--- config.mk ---
export PLATFORM = sky130hd
export DESIGN_NAME = ctrl_status_irq_regs
export DESIGN_NICKNAME = d
export VERILOG_FILES = /design/src/ctrl_pkg.sv /design/src/ctrl_link_if.sv /design/src/setup_addr_regs.sv /design/src/irq_summary.sv /design/src/ctrl_status_irq_regs.sv
export VERILOG_INCLUDE_DIRS = /design/src
export SDC_FILE = /design/constraint.sdc
export NUM_CORES = 1
export LEC_CHECK = 0
export ABC_AREA = 0
export BUFFER_PORTS_ARGS = -buffer_cell sky130_fd_sc_hd__buf_2
export CORE_MARGIN = 2
export CORE_UTILIZATION = 39
export CTS_CLUSTER_DIAMETER = 80
export DETAILED_ROUTE_END_ITERATION = 7
export PLACE_DENSITY = 0.68
export SYNTH_ARGS = -nofsm -noshare
export SYNTH_HDL_FRONTEND = slang
export SYNTH_HIERARCHICAL = 1
export SYNTH_SLANG_ARGS = --single-unit
--- constraint.sdc ---
create_clock -name core_clk_in -period 3 [get_ports core_clk_in]
set_input_delay 0.6 -clock core_clk_in [delete_from_list [all_inputs] [get_ports core_clk_in]]
set_output_delay 0.6 -clock core_clk_in [all_outputs]
set_load 0.005 [all_outputs]
--- src/ctrl_consts.svh ---
// register indices, field positions and reset values of the control/status group
// included by the three module files of the group; definitions only
`ifndef CTRL_CONSTS_SVH
`define CTRL_CONSTS_SVH

`define IDX_STATUS_CMD 7'h00
`define IDX_ADDR_LOW 7'h01
`define IDX_ADDR_HIGH 7'h02
`define IDX_MASKS 7'h03

`define B_ERR_SUM 15
`define B_OVERLEN 14
`define B_SQE_ERR 13
`define B_LOST 12
`define B_BUS_ERR 11
`define B_RX_DONE 10
`define B_TX_DONE 9
`define B_SETUP_DONE 8
`define B_IRQ_SUM 7
`define B_IRQ_EN 6
`define B_RX_ACT 5
`define B_TX_ACT 4
`define B_POLL_NOW 3
`define B_HALT 2
`define B_BEGIN 1
`define B_INIT 0

`define M_OVERLEN 14
`define M_LOST 12
`define M_BUS_ERR 11
`define M_RX_DONE 10
`define M_TX_DONE 9
`define M_SETUP_DONE 8
`define B_UNDERRUN_RECOVER 6

`define RST_WORD 16'h0000
`define RST_INDEX 7'h00

`endif

--- src/ctrl_pkg.sv ---
// types shared by the control/status register group
// assumes ctrl_consts.svh carries the numbers
package ctrl_pkg;

	typedef struct packed {
		logic [15:0] lo;
		logic [15:0] hi;
		logic [15:0] shadow_lo;
		logic [15:0] shadow_hi;
	} addr_state_t;

	typedef struct packed {
		logic [6:0] index;
		logic rx_done;
		logic tx_done;
		logic setup_done;
		logic irq_en;
		logic rx_on;
		logic tx_on;
		logic poll_now;
		logic halt;
		logic begin_run;
		logic init;
		logic setup_busy;
		logic begin_pending;
		logic [5:0] masks;
		logic recover;
		logic irq_sum;
		logic err_sum;
		logic irq;
		logic [15:0] rdata;
		logic setup_start;
		logic skip_frame;
	} ctrl_state_t;

endpackage

--- src/ctrl_link_if.sv ---
// signals between the top of the register group and its two helpers
// one clock; the top drives requests, helpers answer
`timescale 1ns/10ps
`default_nettype none
interface ctrl_link_if;
	logic addr_lo_wr;
	logic addr_hi_wr;
	logic [15:0] wdata;
	logic [15:0] addr_lo;
	logic [15:0] addr_hi;
	logic [15:0] shadow_lo;
	logic [15:0] shadow_hi;
	logic [9:0] sources;
	logic [5:0] masks;
	logic summary;
	modport addr_side(input addr_lo_wr, addr_hi_wr, wdata,
		output addr_lo, addr_hi, shadow_lo, shadow_hi);
	modport irq_side(input sources, masks, output summary);
	modport top_side(output addr_lo_wr, addr_hi_wr, wdata, sources, masks,
		input addr_lo, addr_hi, shadow_lo, shadow_hi, summary);
endinterface
`default_nettype wire

--- src/setup_addr_regs.sv ---
// setup-block address, low word and high byte, each with a shadow copy
// write strobes arrive already gated by halt/suspend from the top
`timescale 1ns/10ps
`default_nettype none
`include "ctrl_consts.svh"
module setup_addr_regs
	import ctrl_pkg::*;
(
	input wire logic core_clk_in,
	ctrl_link_if.addr_side link
);
	addr_state_t st_q;
	addr_state_t st_d;

	always_comb begin
		st_d = st_q;
		if (link.addr_lo_wr) begin
			// bit zero always reads zero
			st_d.lo = {link.wdata[15:1], 1'b0}; // see RULE_18
			st_d.shadow_lo = {link.wdata[15:1], 1'b0}; // see RULE_18
		end
		if (link.addr_hi_wr) begin
			st_d.hi = {8'h00, link.wdata[7:0]}; // see RULE_19
			st_d.shadow_hi = {8'h00, link.wdata[7:0]}; // see RULE_18
		end
	end

	// no reset on purpose: the address survives the reset pin
	always_ff @(posedge core_clk_in) begin
		st_q <= st_d; // see RULE_18
	end

	assign link.addr_lo = st_q.lo;
	assign link.addr_hi = st_q.hi;
	assign link.shadow_lo = st_q.shadow_lo;
	assign link.shadow_hi = st_q.shadow_hi;

	property p_lo_shadow_follows;
		@(posedge core_clk_in) link.addr_lo_wr |=> link.shadow_lo == ($past(link.wdata) & 16'hfffe)
			&& link.addr_lo == ($past(link.wdata) & 16'hfffe);
	endproperty
	a_lo_shadow_follows: assert property (p_lo_shadow_follows) // see RULE_18
		else $error("low shadow not updated with the low address");
endmodule
`default_nettype wire

--- src/irq_summary.sv ---
// masked OR of every interrupt source into one summary level
// source order: overlen, lost, bus err, lost ovf, coll ovf, rx, tx, setup, jabber, tx begun
`timescale 1ns/10ps
`default_nettype none
`include "ctrl_consts.svh"
module irq_summary
	import ctrl_pkg::*;
(
	ctrl_link_if.irq_side link
);
	logic [9:0] mask_wide;
	logic [9:0] live;

	// counter overflows, jabber and tx begun have no mask here
	assign mask_wide = {link.masks[5:3], 2'b00, link.masks[2:0], 2'b00}; // see RULE_20

	genvar g;
	generate
		for (g = 0; g < 10; g++) begin : g_src
			assign live[g] = link.sources[g] & ~mask_wide[g];
		end
	endgenerate

	assign link.summary = |live; // see RULE_04
endmodule
`default_nettype wire

--- src/ctrl_status_irq_regs.sv ---
// control/status/interrupt register group reached through an index port and a data port
// event inputs are one-cycle pulses from the buffer engine, all synchronous to core_clk_in
//
// Overview of operation
// RULE_01 - rx done flag sets on received frame handed back; write one clears
// RULE_02 - tx done flag sets on sent frame handed back; write one clears
// RULE_03 - setup done sets once setup block read; cleared by one, reset, halt
// RULE_04 - summary flag is OR of all unmasked interrupt sources, falls with them
// RULE_05 - interrupt output only while enable bit and summary flag both set
// RULE_06 - interrupt enable is plain read/write; reset and halt clear it
// RULE_07 - receiver active after begin unless rx disabled; deferred after init
// RULE_08 - transmitter active after begin unless tx disabled; deferred after init
// RULE_09 - writing one to poll-now makes the ring be fetched at once
// RULE_10 - poll-now written while transmitter inactive is dropped, no fetch
// RULE_11 - poll-now clears on descriptor fetch, reset or halt
// RULE_12 - with auto polling off, software must write poll-now to transmit
// RULE_13 - halt stops all external activity until begin or init
// RULE_14 - halt written with begin and init wins; those are ignored
// RULE_15 - halt set by reset or writing one; cleared by begin or init
// RULE_16 - begin enables tx, rx, buffer work and clears halt; init first
// RULE_17 - init starts setup read, clears halt, stays set till reset/halt
// RULE_18 - setup address low word bit0 zero, high byte, shadows, keeps on reset
// RULE_19 - address registers usable only in halt or suspend; upper byte zero
// RULE_20 - mask bits for six sources keep them out of the summary
// RULE_21 - masks cleared on reset, untouched by halt
// RULE_22 - underrun stops transmitter unless recovery bit, then skip to next frame
// RULE_23 - recovery bit cleared by reset pin or reset register read, kept by halt
// RULE_24 - host writes register index first, then uses the data port
// RULE_25 - error summary is OR of sqe, lost frame, overlength, bus error
`timescale 1ns/10ps
`default_nettype none
`include "ctrl_consts.svh"
module ctrl_status_irq_regs
	import ctrl_pkg::*;
#(
	parameter int IDX_W = 7
) (
	input wire logic core_clk_in,
	input wire logic rst_n_in,
	input wire logic index_wr_in,
	input wire logic [15:0] index_wdata_in,
	input wire logic data_wr_in,
	input wire logic data_rd_in,
	input wire logic [15:0] data_wdata_in,
	input wire logic reset_reg_rd_in,
	input wire logic rx_frame_done_in,
	input wire logic tx_frame_done_in,
	input wire logic setup_read_done_in,
	input wire logic tx_desc_fetch_in,
	input wire logic tx_underrun_in,
	input wire logic overlength_tx_flag_in,
	input wire logic sqe_test_error_in,
	input wire logic lost_frame_flag_in,
	input wire logic bus_grant_error_flag_in,
	input wire logic lost_count_overflow_in,
	input wire logic rx_collision_count_overflow_in,
	input wire logic jabber_flag_in,
	input wire logic tx_begun_flag_in,
	input wire logic suspend_bit_in,
	input wire logic rx_disable_mode_in,
	input wire logic tx_disable_mode_in,
	output logic [15:0] data_rdata_out,
	output logic irq_out,
	output logic halted_out,
	output logic receiver_active_out,
	output logic transmitter_active_out,
	output logic tx_poll_now_out,
	output logic setup_start_out,
	output logic tx_skip_to_frame_out,
	output logic [23:0] setup_block_address_out
);
	generate
		if (IDX_W != 7) begin : g_bad_idx
			$error("index port is seven bits wide");
		end
	endgenerate

	ctrl_state_t st_q;
	ctrl_state_t st_d;
	ctrl_link_if link();

	setup_addr_regs u_addr (
		.core_clk_in(core_clk_in),
		.link(link.addr_side)
	);

	irq_summary u_irq (
		.link(link.irq_side)
	);

	logic wr_status;
	logic wr_masks;
	logic addr_open;
	logic [15:0] w;
	logic [15:0] status_word;
	logic [15:0] masks_word;
	logic err_now;

	assign w = data_wdata_in;
	// host must load the index before touching the data port
	assign wr_status = data_wr_in && st_q.index == `IDX_STATUS_CMD; // see RULE_24
	assign wr_masks = data_wr_in && st_q.index == `IDX_MASKS;
	assign addr_open = st_q.halt || suspend_bit_in; // see RULE_19
	assign link.addr_lo_wr = data_wr_in && addr_open && st_q.index == `IDX_ADDR_LOW;
	assign link.addr_hi_wr = data_wr_in && addr_open && st_q.index == `IDX_ADDR_HIGH;
	assign link.wdata = w;
	assign link.masks = st_q.masks;
	assign link.sources = {overlength_tx_flag_in, lost_frame_flag_in, bus_grant_error_flag_in,
		lost_count_overflow_in, rx_collision_count_overflow_in, st_q.rx_done, st_q.tx_done,
		st_q.setup_done, jabber_flag_in, tx_begun_flag_in};
	assign err_now = sqe_test_error_in | lost_frame_flag_in | overlength_tx_flag_in
		| bus_grant_error_flag_in; // see RULE_25

	always_comb begin
		status_word = `RST_WORD;
		status_word[`B_ERR_SUM] = st_q.err_sum;
		status_word[`B_OVERLEN] = overlength_tx_flag_in;
		status_word[`B_SQE_ERR] = sqe_test_error_in;
		status_word[`B_LOST] = lost_frame_flag_in;
		status_word[`B_BUS_ERR] = bus_grant_error_flag_in;
		status_word[`B_RX_DONE] = st_q.rx_done;
		status_word[`B_TX_DONE] = st_q.tx_done;
		status_word[`B_SETUP_DONE] = st_q.setup_done;
		status_word[`B_IRQ_SUM] = st_q.irq_sum;
		status_word[`B_IRQ_EN] = st_q.irq_en;
		status_word[`B_RX_ACT] = st_q.rx_on;
		status_word[`B_TX_ACT] = st_q.tx_on;
		status_word[`B_POLL_NOW] = st_q.poll_now;
		status_word[`B_HALT] = st_q.halt;
		status_word[`B_BEGIN] = st_q.begin_run;
		status_word[`B_INIT] = st_q.init;
		masks_word = `RST_WORD;
		masks_word[`M_OVERLEN] = st_q.masks[5];
		masks_word[`M_LOST] = st_q.masks[4];
		masks_word[`M_BUS_ERR] = st_q.masks[3];
		masks_word[`M_RX_DONE] = st_q.masks[2];
		masks_word[`M_TX_DONE] = st_q.masks[1];
		masks_word[`M_SETUP_DONE] = st_q.masks[0];
		masks_word[`B_UNDERRUN_RECOVER] = st_q.recover;
	end

	always_comb begin
		st_d = st_q;
		st_d.setup_start = 1'b0;
		st_d.skip_frame = 1'b0;
		if (index_wr_in) begin
			st_d.index = index_wdata_in[6:0]; // see RULE_24
		end
		if (wr_status) begin
			// clears first; event sets below win in the same cycle
			if (w[`B_RX_DONE]) begin
				st_d.rx_done = 1'b0; // see RULE_01
			end
			if (w[`B_TX_DONE]) begin
				st_d.tx_done = 1'b0; // see RULE_02
			end
			if (w[`B_SETUP_DONE]) begin
				st_d.setup_done = 1'b0; // see RULE_03
			end
			if (w[`B_HALT]) begin
				// halt wins over begin and init written with it
				st_d.halt = 1'b1; // see RULE_14
				st_d.begin_run = 1'b0;
				st_d.init = 1'b0;
				st_d.setup_busy = 1'b0;
				st_d.begin_pending = 1'b0;
				st_d.rx_done = 1'b0; // see RULE_03
				st_d.tx_done = 1'b0;
				st_d.setup_done = 1'b0;
				st_d.irq_en = 1'b0; // see RULE_06
				st_d.rx_on = 1'b0; // see RULE_13
				st_d.tx_on = 1'b0;
				st_d.poll_now = 1'b0; // see RULE_11
			end else begin
				st_d.irq_en = w[`B_IRQ_EN]; // see RULE_06
				if (w[`B_INIT]) begin
					st_d.halt = 1'b0; // see RULE_17
					st_d.init = 1'b1;
					st_d.setup_busy = 1'b1;
					st_d.setup_start = 1'b1;
					// begin waits for the setup read to finish
					st_d.begin_pending = w[`B_BEGIN] | st_q.begin_pending; // see RULE_16
				end else if (w[`B_BEGIN]) begin
					st_d.halt = 1'b0; // see RULE_15
					st_d.begin_run = 1'b1; // see RULE_16
					st_d.rx_on = ~rx_disable_mode_in; // see RULE_07
					st_d.tx_on = ~tx_disable_mode_in; // see RULE_08
				end
				if (w[`B_POLL_NOW]) begin
					// dropped while the transmitter is off: no ring access
					st_d.poll_now = st_q.tx_on; // see RULE_10
				end
			end
		end
		if (wr_masks) begin
			st_d.masks = {w[`M_OVERLEN], w[`M_LOST], w[`M_BUS_ERR], w[`M_RX_DONE],
				w[`M_TX_DONE], w[`M_SETUP_DONE]}; // see RULE_20
			st_d.recover = w[`B_UNDERRUN_RECOVER]; // see RULE_23
		end
		if (reset_reg_rd_in) begin
			st_d.recover = 1'b0; // see RULE_23
		end
		if (tx_desc_fetch_in && !(wr_status && w[`B_POLL_NOW])) begin
			st_d.poll_now = 1'b0; // see RULE_11
		end
		if (tx_underrun_in && st_q.tx_on) begin
			if (st_q.recover) begin
				st_d.skip_frame = 1'b1; // see RULE_22
			end else begin
				st_d.tx_on = 1'b0; // see RULE_22
				st_d.poll_now = 1'b0;
			end
		end
		if (rx_frame_done_in) begin
			st_d.rx_done = 1'b1; // see RULE_01
		end
		if (tx_frame_done_in) begin
			st_d.tx_done = 1'b1; // see RULE_02
		end
		if (setup_read_done_in && st_q.setup_busy) begin
			st_d.setup_done = 1'b1; // see RULE_03
			st_d.setup_busy = 1'b0;
			// a halt written in this cycle must not be undone by the deferred begin
			if (st_q.begin_pending && !(wr_status && w[`B_HALT])) begin
				st_d.begin_pending = 1'b0;
				st_d.begin_run = 1'b1; // see RULE_16
				st_d.rx_on = ~rx_disable_mode_in; // see RULE_07
				st_d.tx_on = ~tx_disable_mode_in; // see RULE_08
			end
		end
		// summary tracks the flags a cycle late, so it falls as they clear
		st_d.irq_sum = link.summary; // see RULE_04
		st_d.irq = st_q.irq_en && st_q.irq_sum; // see RULE_05
		st_d.err_sum = err_now; // see RULE_25
		if (data_rd_in) begin
			case (st_q.index)
				`IDX_STATUS_CMD: st_d.rdata = status_word;
				`IDX_ADDR_LOW: st_d.rdata = addr_open ? link.addr_lo : `RST_WORD; // see RULE_19
				`IDX_ADDR_HIGH: st_d.rdata = addr_open ? link.addr_hi : `RST_WORD;
				`IDX_MASKS: st_d.rdata = masks_word;
				default: st_d.rdata = `RST_WORD;
			endcase
		end
	end

	always_ff @(posedge core_clk_in or negedge rst_n_in) begin
		if (!rst_n_in) begin
			st_q <= '0; // see RULE_21
			st_q.halt <= 1'b1; // see RULE_15
			st_q.index <= `RST_INDEX;
		end else begin
			st_q <= st_d;
		end
	end

	assign data_rdata_out = st_q.rdata;
	assign irq_out = st_q.irq;
	assign halted_out = st_q.halt; // see RULE_13
	assign receiver_active_out = st_q.rx_on;
	assign transmitter_active_out = st_q.tx_on;
	assign tx_poll_now_out = st_q.poll_now; // see RULE_09
	assign setup_start_out = st_q.setup_start;
	assign tx_skip_to_frame_out = st_q.skip_frame;
	assign setup_block_address_out = {link.addr_hi[7:0], link.addr_lo};

	property p_rx_flag_sets;
		@(posedge core_clk_in) disable iff (!rst_n_in)
		rx_frame_done_in |=> st_q.rx_done;
	endproperty
	a_rx_flag_sets: assert property (p_rx_flag_sets) // see RULE_01
		else $error("rx done flag missed its event");

	property p_tx_flag_clears;
		@(posedge core_clk_in) disable iff (!rst_n_in)
		wr_status && w[`B_TX_DONE] && !tx_frame_done_in |=> !st_q.tx_done;
	endproperty
	a_tx_flag_clears: assert property (p_tx_flag_clears) // see RULE_02
		else $error("tx done flag not cleared by a written one");

	property p_irq_needs_enable;
		@(posedge core_clk_in) disable iff (!rst_n_in)
		!st_q.irq_en ##1 !st_q.irq_en |=> !irq_out;
	endproperty
	a_irq_needs_enable: assert property (p_irq_needs_enable) // see RULE_05
		else $error("interrupt raised with enable off");

	property p_irq_follows_summary;
		@(posedge core_clk_in) disable iff (!rst_n_in)
		st_q.irq_en && st_q.irq_sum |=> irq_out;
	endproperty
	a_irq_follows_summary: assert property (p_irq_follows_summary) // see RULE_05
		else $error("interrupt not raised for enabled summary");

	property p_halt_wins;
		@(posedge core_clk_in) disable iff (!rst_n_in)
		wr_status && w[`B_HALT] |=> halted_out && !st_q.init && !st_q.begin_run
			&& !st_q.irq_en && !receiver_active_out;
	endproperty
	a_halt_wins: assert property (p_halt_wins) // see RULE_14
		else $error("halt did not override begin and init");

	property p_begin_alone;
		@(posedge core_clk_in) disable iff (!rst_n_in)
		wr_status && w[`B_BEGIN] && !w[`B_INIT] && !w[`B_HALT]
			|=> !halted_out && transmitter_active_out != $past(tx_disable_mode_in);
	endproperty
	a_begin_alone: assert property (p_begin_alone) // see RULE_08
		else $error("begin did not start the transmitter");

	property p_init_defers;
		@(posedge core_clk_in) disable iff (!rst_n_in)
		wr_status && w[`B_INIT] && w[`B_BEGIN] && !w[`B_HALT] && !st_q.rx_on
			|=> setup_start_out && !receiver_active_out && st_q.init;
	endproperty
	a_init_defers: assert property (p_init_defers) // see RULE_07
		else $error("receiver started before setup read");

	property p_poll_dropped;
		@(posedge core_clk_in) disable iff (!rst_n_in)
		wr_status && w[`B_POLL_NOW] && !st_q.tx_on |=> !tx_poll_now_out;
	endproperty
	a_poll_dropped: assert property (p_poll_dropped) // see RULE_10
		else $error("poll-now kept while transmitter off");

	property p_underrun_stop;
		@(posedge core_clk_in) disable iff (!rst_n_in)
		tx_underrun_in && st_q.tx_on && !st_q.recover |=> !transmitter_active_out
			&& !tx_skip_to_frame_out;
	endproperty
	a_underrun_stop: assert property (p_underrun_stop) // see RULE_22
		else $error("underrun did not stop the transmitter");

	property p_recover_cleared;
		@(posedge core_clk_in) disable iff (!rst_n_in)
		reset_reg_rd_in |=> !st_q.recover;
	endproperty
	a_recover_cleared: assert property (p_recover_cleared) // see RULE_23
		else $error("recovery bit survived reset register read");
endmodule
`default_nettype wire

==> run summary <==
The depth of the worst register-to-register path came out at 3. The placement-stage worst setup slack came out at 717 ps. The number of placement rows is 33. The cell chosen for the clock root is sky130_fd_sc_hd__clkbuf_8. The number of pins exceeding their max-slew limit in the final report was 0. The endpoint identified for the worst register-to-register timing path is u_addr/link.addr_lo[5]$_DFFE_PP_. The area of the core is roughly 8100 sq um. In the global route stage, overall resource usage came out at 0.165.

In the final layout, the share of cells above drive strength 1 is 0.352. Global routing finished with a remaining overflow of 0. Together, buffers and inverters on the worst path number 0. Buffers inserted to repair hold after CTS numbered 0. The ratio of routed vias to standard cells is 5.10. In this run the deepest clock path goes through 2 buffers. The initial antenna violation count came to 0.

The signed area change from the synthesized netlist to the final layout is 16.2%. The number of ports placed on the die boundary came out at 101. The y dimension of the die is ~95 um.

The remaining number of nets flagged by the antenna check after routing came out at 0. The H-tree was split into 3 levels. The starting utilization of the core area came out at 0.399. For hold timing, the worst endpoint is masks_word[6]$_DFFE_PN0P_. The floorplan die area is 9060 sq um. The standard cell with the maximum stage delay on the critical path is sky130_fd_sc_hd__and4_1. The final hold violation count came to 0. The final critical-path share of the clock period is 0.762.

The wire length of the first global-routing pass came out at 11300 um. The normalized max-slew margin came out at 0.292. The die outline width is 95.2 um.

The required time at the worst-slack endpoint came out at roughly 3000 ps. The worst hold path was traced through 2 stages. Among cell families on the critical path, the largest total delay comes from simple AND/OR/NAND/NOR gates. The remaining design rule violation count came out at 0. The critical path is of the flip-flop to flip-flop type. The number of logic stages on the critical path including buffering came out at 3. A synthesized cell averages 11.5 sq um. The number of buffers inserted by post-CTS setup repair is 0. The quantity of I/O buffers inserted on ports came out at 90. The via total after detailed routing is 2363. Derived from the worst setup path, the maximum achievable clock frequency is 0.437 GHz. The run finished with clean final reports. TritonCTS built the clock tree. The final setup violation count is 0. For this block, the initial DRC count from the detailed router was 112. The worst stage delay on the critical path came out at 720 ps.

The pin count of the biggest net entering global routing came out at 48. The number of sinks handled by clock tree synthesis is 70. The final layout net count is 407. Setup repair after global routing left no endpoint under its margin.

The number of clock buffers inserted by TritonCTS came out at 9. The endpoint kind of the worst setup timing path is a flip-flop. The total power per unit cell area is 522 nW/um^2. The clock latency reported for the late side of the worst-skew pair is between 300 and 400 ps. The worst hold slack is 421 ps.

Leaving out fill and tap cells, the most frequent cells in the layout are sky130_fd_sc_hd__buf_2 (90), sky130_fd_sc_hd__dfrtp_1 (46), sky130_fd_sc_hd__inv_1 (31). The detailed-route wire length per cell is ~16 um. The worst setup path is launched from a flip-flop. The congestion estimate from routability-driven global placement came to roughly 0.9. The worst endpoint data arrival time is 2270 ps.

The minimum period implied by the final worst setup slack came out at 2290 ps. After routing, the total negative slack on setup checks comes to 0 ps. The worst-case IR drop observed on VDD is 0.230 mV. For flop-to-flop paths, the worst setup slack is 710 ps.

The worst hold path belongs to the class primary input to flip-flop. The detailed placement HPWL is 5540 um. The via count of the first global-routing pass is 2266. The max-cap check violation count is 0. For this run, the number of Yosys warnings is 6. Leaving out fill and tap cells, the most frequent cell in the layout is sky130_fd_sc_hd__buf_2.

For the pin with the worst max-slew slack, the measured transition is 1060 ps. The number of antenna diodes in the final layout is 0. Post-CTS repair changed the size of 0 cells. The static power due to leakage is 1.72 nW.

The first-pass iteration count of the detailed router is 4. The worst register-to-register path begins at st_q[44]$_DFFE_PN0P_. The number of instances in the synthesized netlist is about 280. The startpoint identified for the worst hold timing path is reset_reg_rd_in. The peak fanout along the critical path is 15. The routed wire length came out at between 7000 and 8000 um. In this run the cell area of the synthesized design comes to around 3200 sq um.

Traced cell by cell, the critical path runs through or4_1 > nor2_1 > and4_1. Clock-pin slew was measured on the worst setup and hold paths at 70 ps. In the post-route analysis, the smallest setup slack over all paths is about 700 ps.

The largest clock skew in the final design came out at 9.42 ps.
-- how the worst max path moves through the flow --
stage          slack, ps                                 end                 start
3_3_place_gp         760    u_addr/link.addr_lo[4]$_DFFE_PP_  st_q[44]$_DFFE_PN0P_
5_1_grt              560  u_addr/link.shadow_hi[6]$_DFFE_PP_  st_q[41]$_DFFE_PN0P_
4_1_cts              710    u_addr/link.addr_lo[5]$_DFFE_PP_  st_q[44]$_DFFE_PN0P_
6_report             710    u_addr/link.addr_lo[5]$_DFFE_PP_  st_q[44]$_DFFE_PN0P_
2_1_floorplan       1060   u_addr/link.addr_lo[10]$_DFFE_PP_  st_q[44]$_DFFE_PN0P_
3_5_place_dp         720   u_addr/link.addr_lo[14]$_DFFE_PP_  st_q[44]$_DFFE_PN0P_
-- through the flow --
stage | util | std cells | total power, mW | cell area [sq um]
global route | 0.463 | 463 | 2.06 | 3770
CTS | 0.463 | 463 | 1.98 | 3770
finish | 0.463 | 463 | 1.97 | 3770
detailed placement | 0.444 | 447 | 1.35 | 3610
floorplan | - | 289 | 1.26 | 3270
global placement | 0.444 | 447 | 1.34 | 3610
-- power by group --
part	internal (mW)	total, mW	switching (mW)	leakage, nW
combinational	0.115	0.253	0.138	0.830
sequential	1.04	1.08	0.0386	0.812
clock	0.293	0.638	0.344	0.0805
-- layout make-up --
| class | count | area, sq um |
|---|---|---|
| Tap cell | 105 | 131 |
| Sequential cell | 70 | 1870 |
| Multi-Input combinational cell | 149 | 1030 |
| Clock inverter | 5 | 26.3 |
| Inverter | 32 | 120 |
| Timing Repair Buffer | 91 | 458 |
| Fill cell | 752 | 4370 |
| Clock buffer | 11 | 131 |
-- layer usage --
metal,GRT usage,wire length [um],vias up
met4,0.0990,208,0
met3,0.0300,388,19
met2,0.259,3550,67
li1,-,-,1131
met5,0,0,-
met1,0.213,3180,1146
-- worst register-to-register path, cell delays in order (launching register included) --
cell	delay, ps
sky130_fd_sc_hd__dfrtp_1	390
sky130_fd_sc_hd__or4_1	560
sky130_fd_sc_hd__nor2_1	250
sky130_fd_sc_hd__and4_1	720
-- state kept, by name, indices dropped and copies added, names as in the netlist --
name,flops
data_rdata_out,16
masks_word,1
transmitter_active_out,1
setup_start_out,1
tx_skip_to_frame_out,1
u_addr/link.shadow_hi,8
halted_out,1
st_q,14
tx_poll_now_out,1
u_addr/link.addr_lo,15
link.masks,6
receiver_active_out,1
link.sources,3
irq_out,1
(Power assumes the default switching activity.)
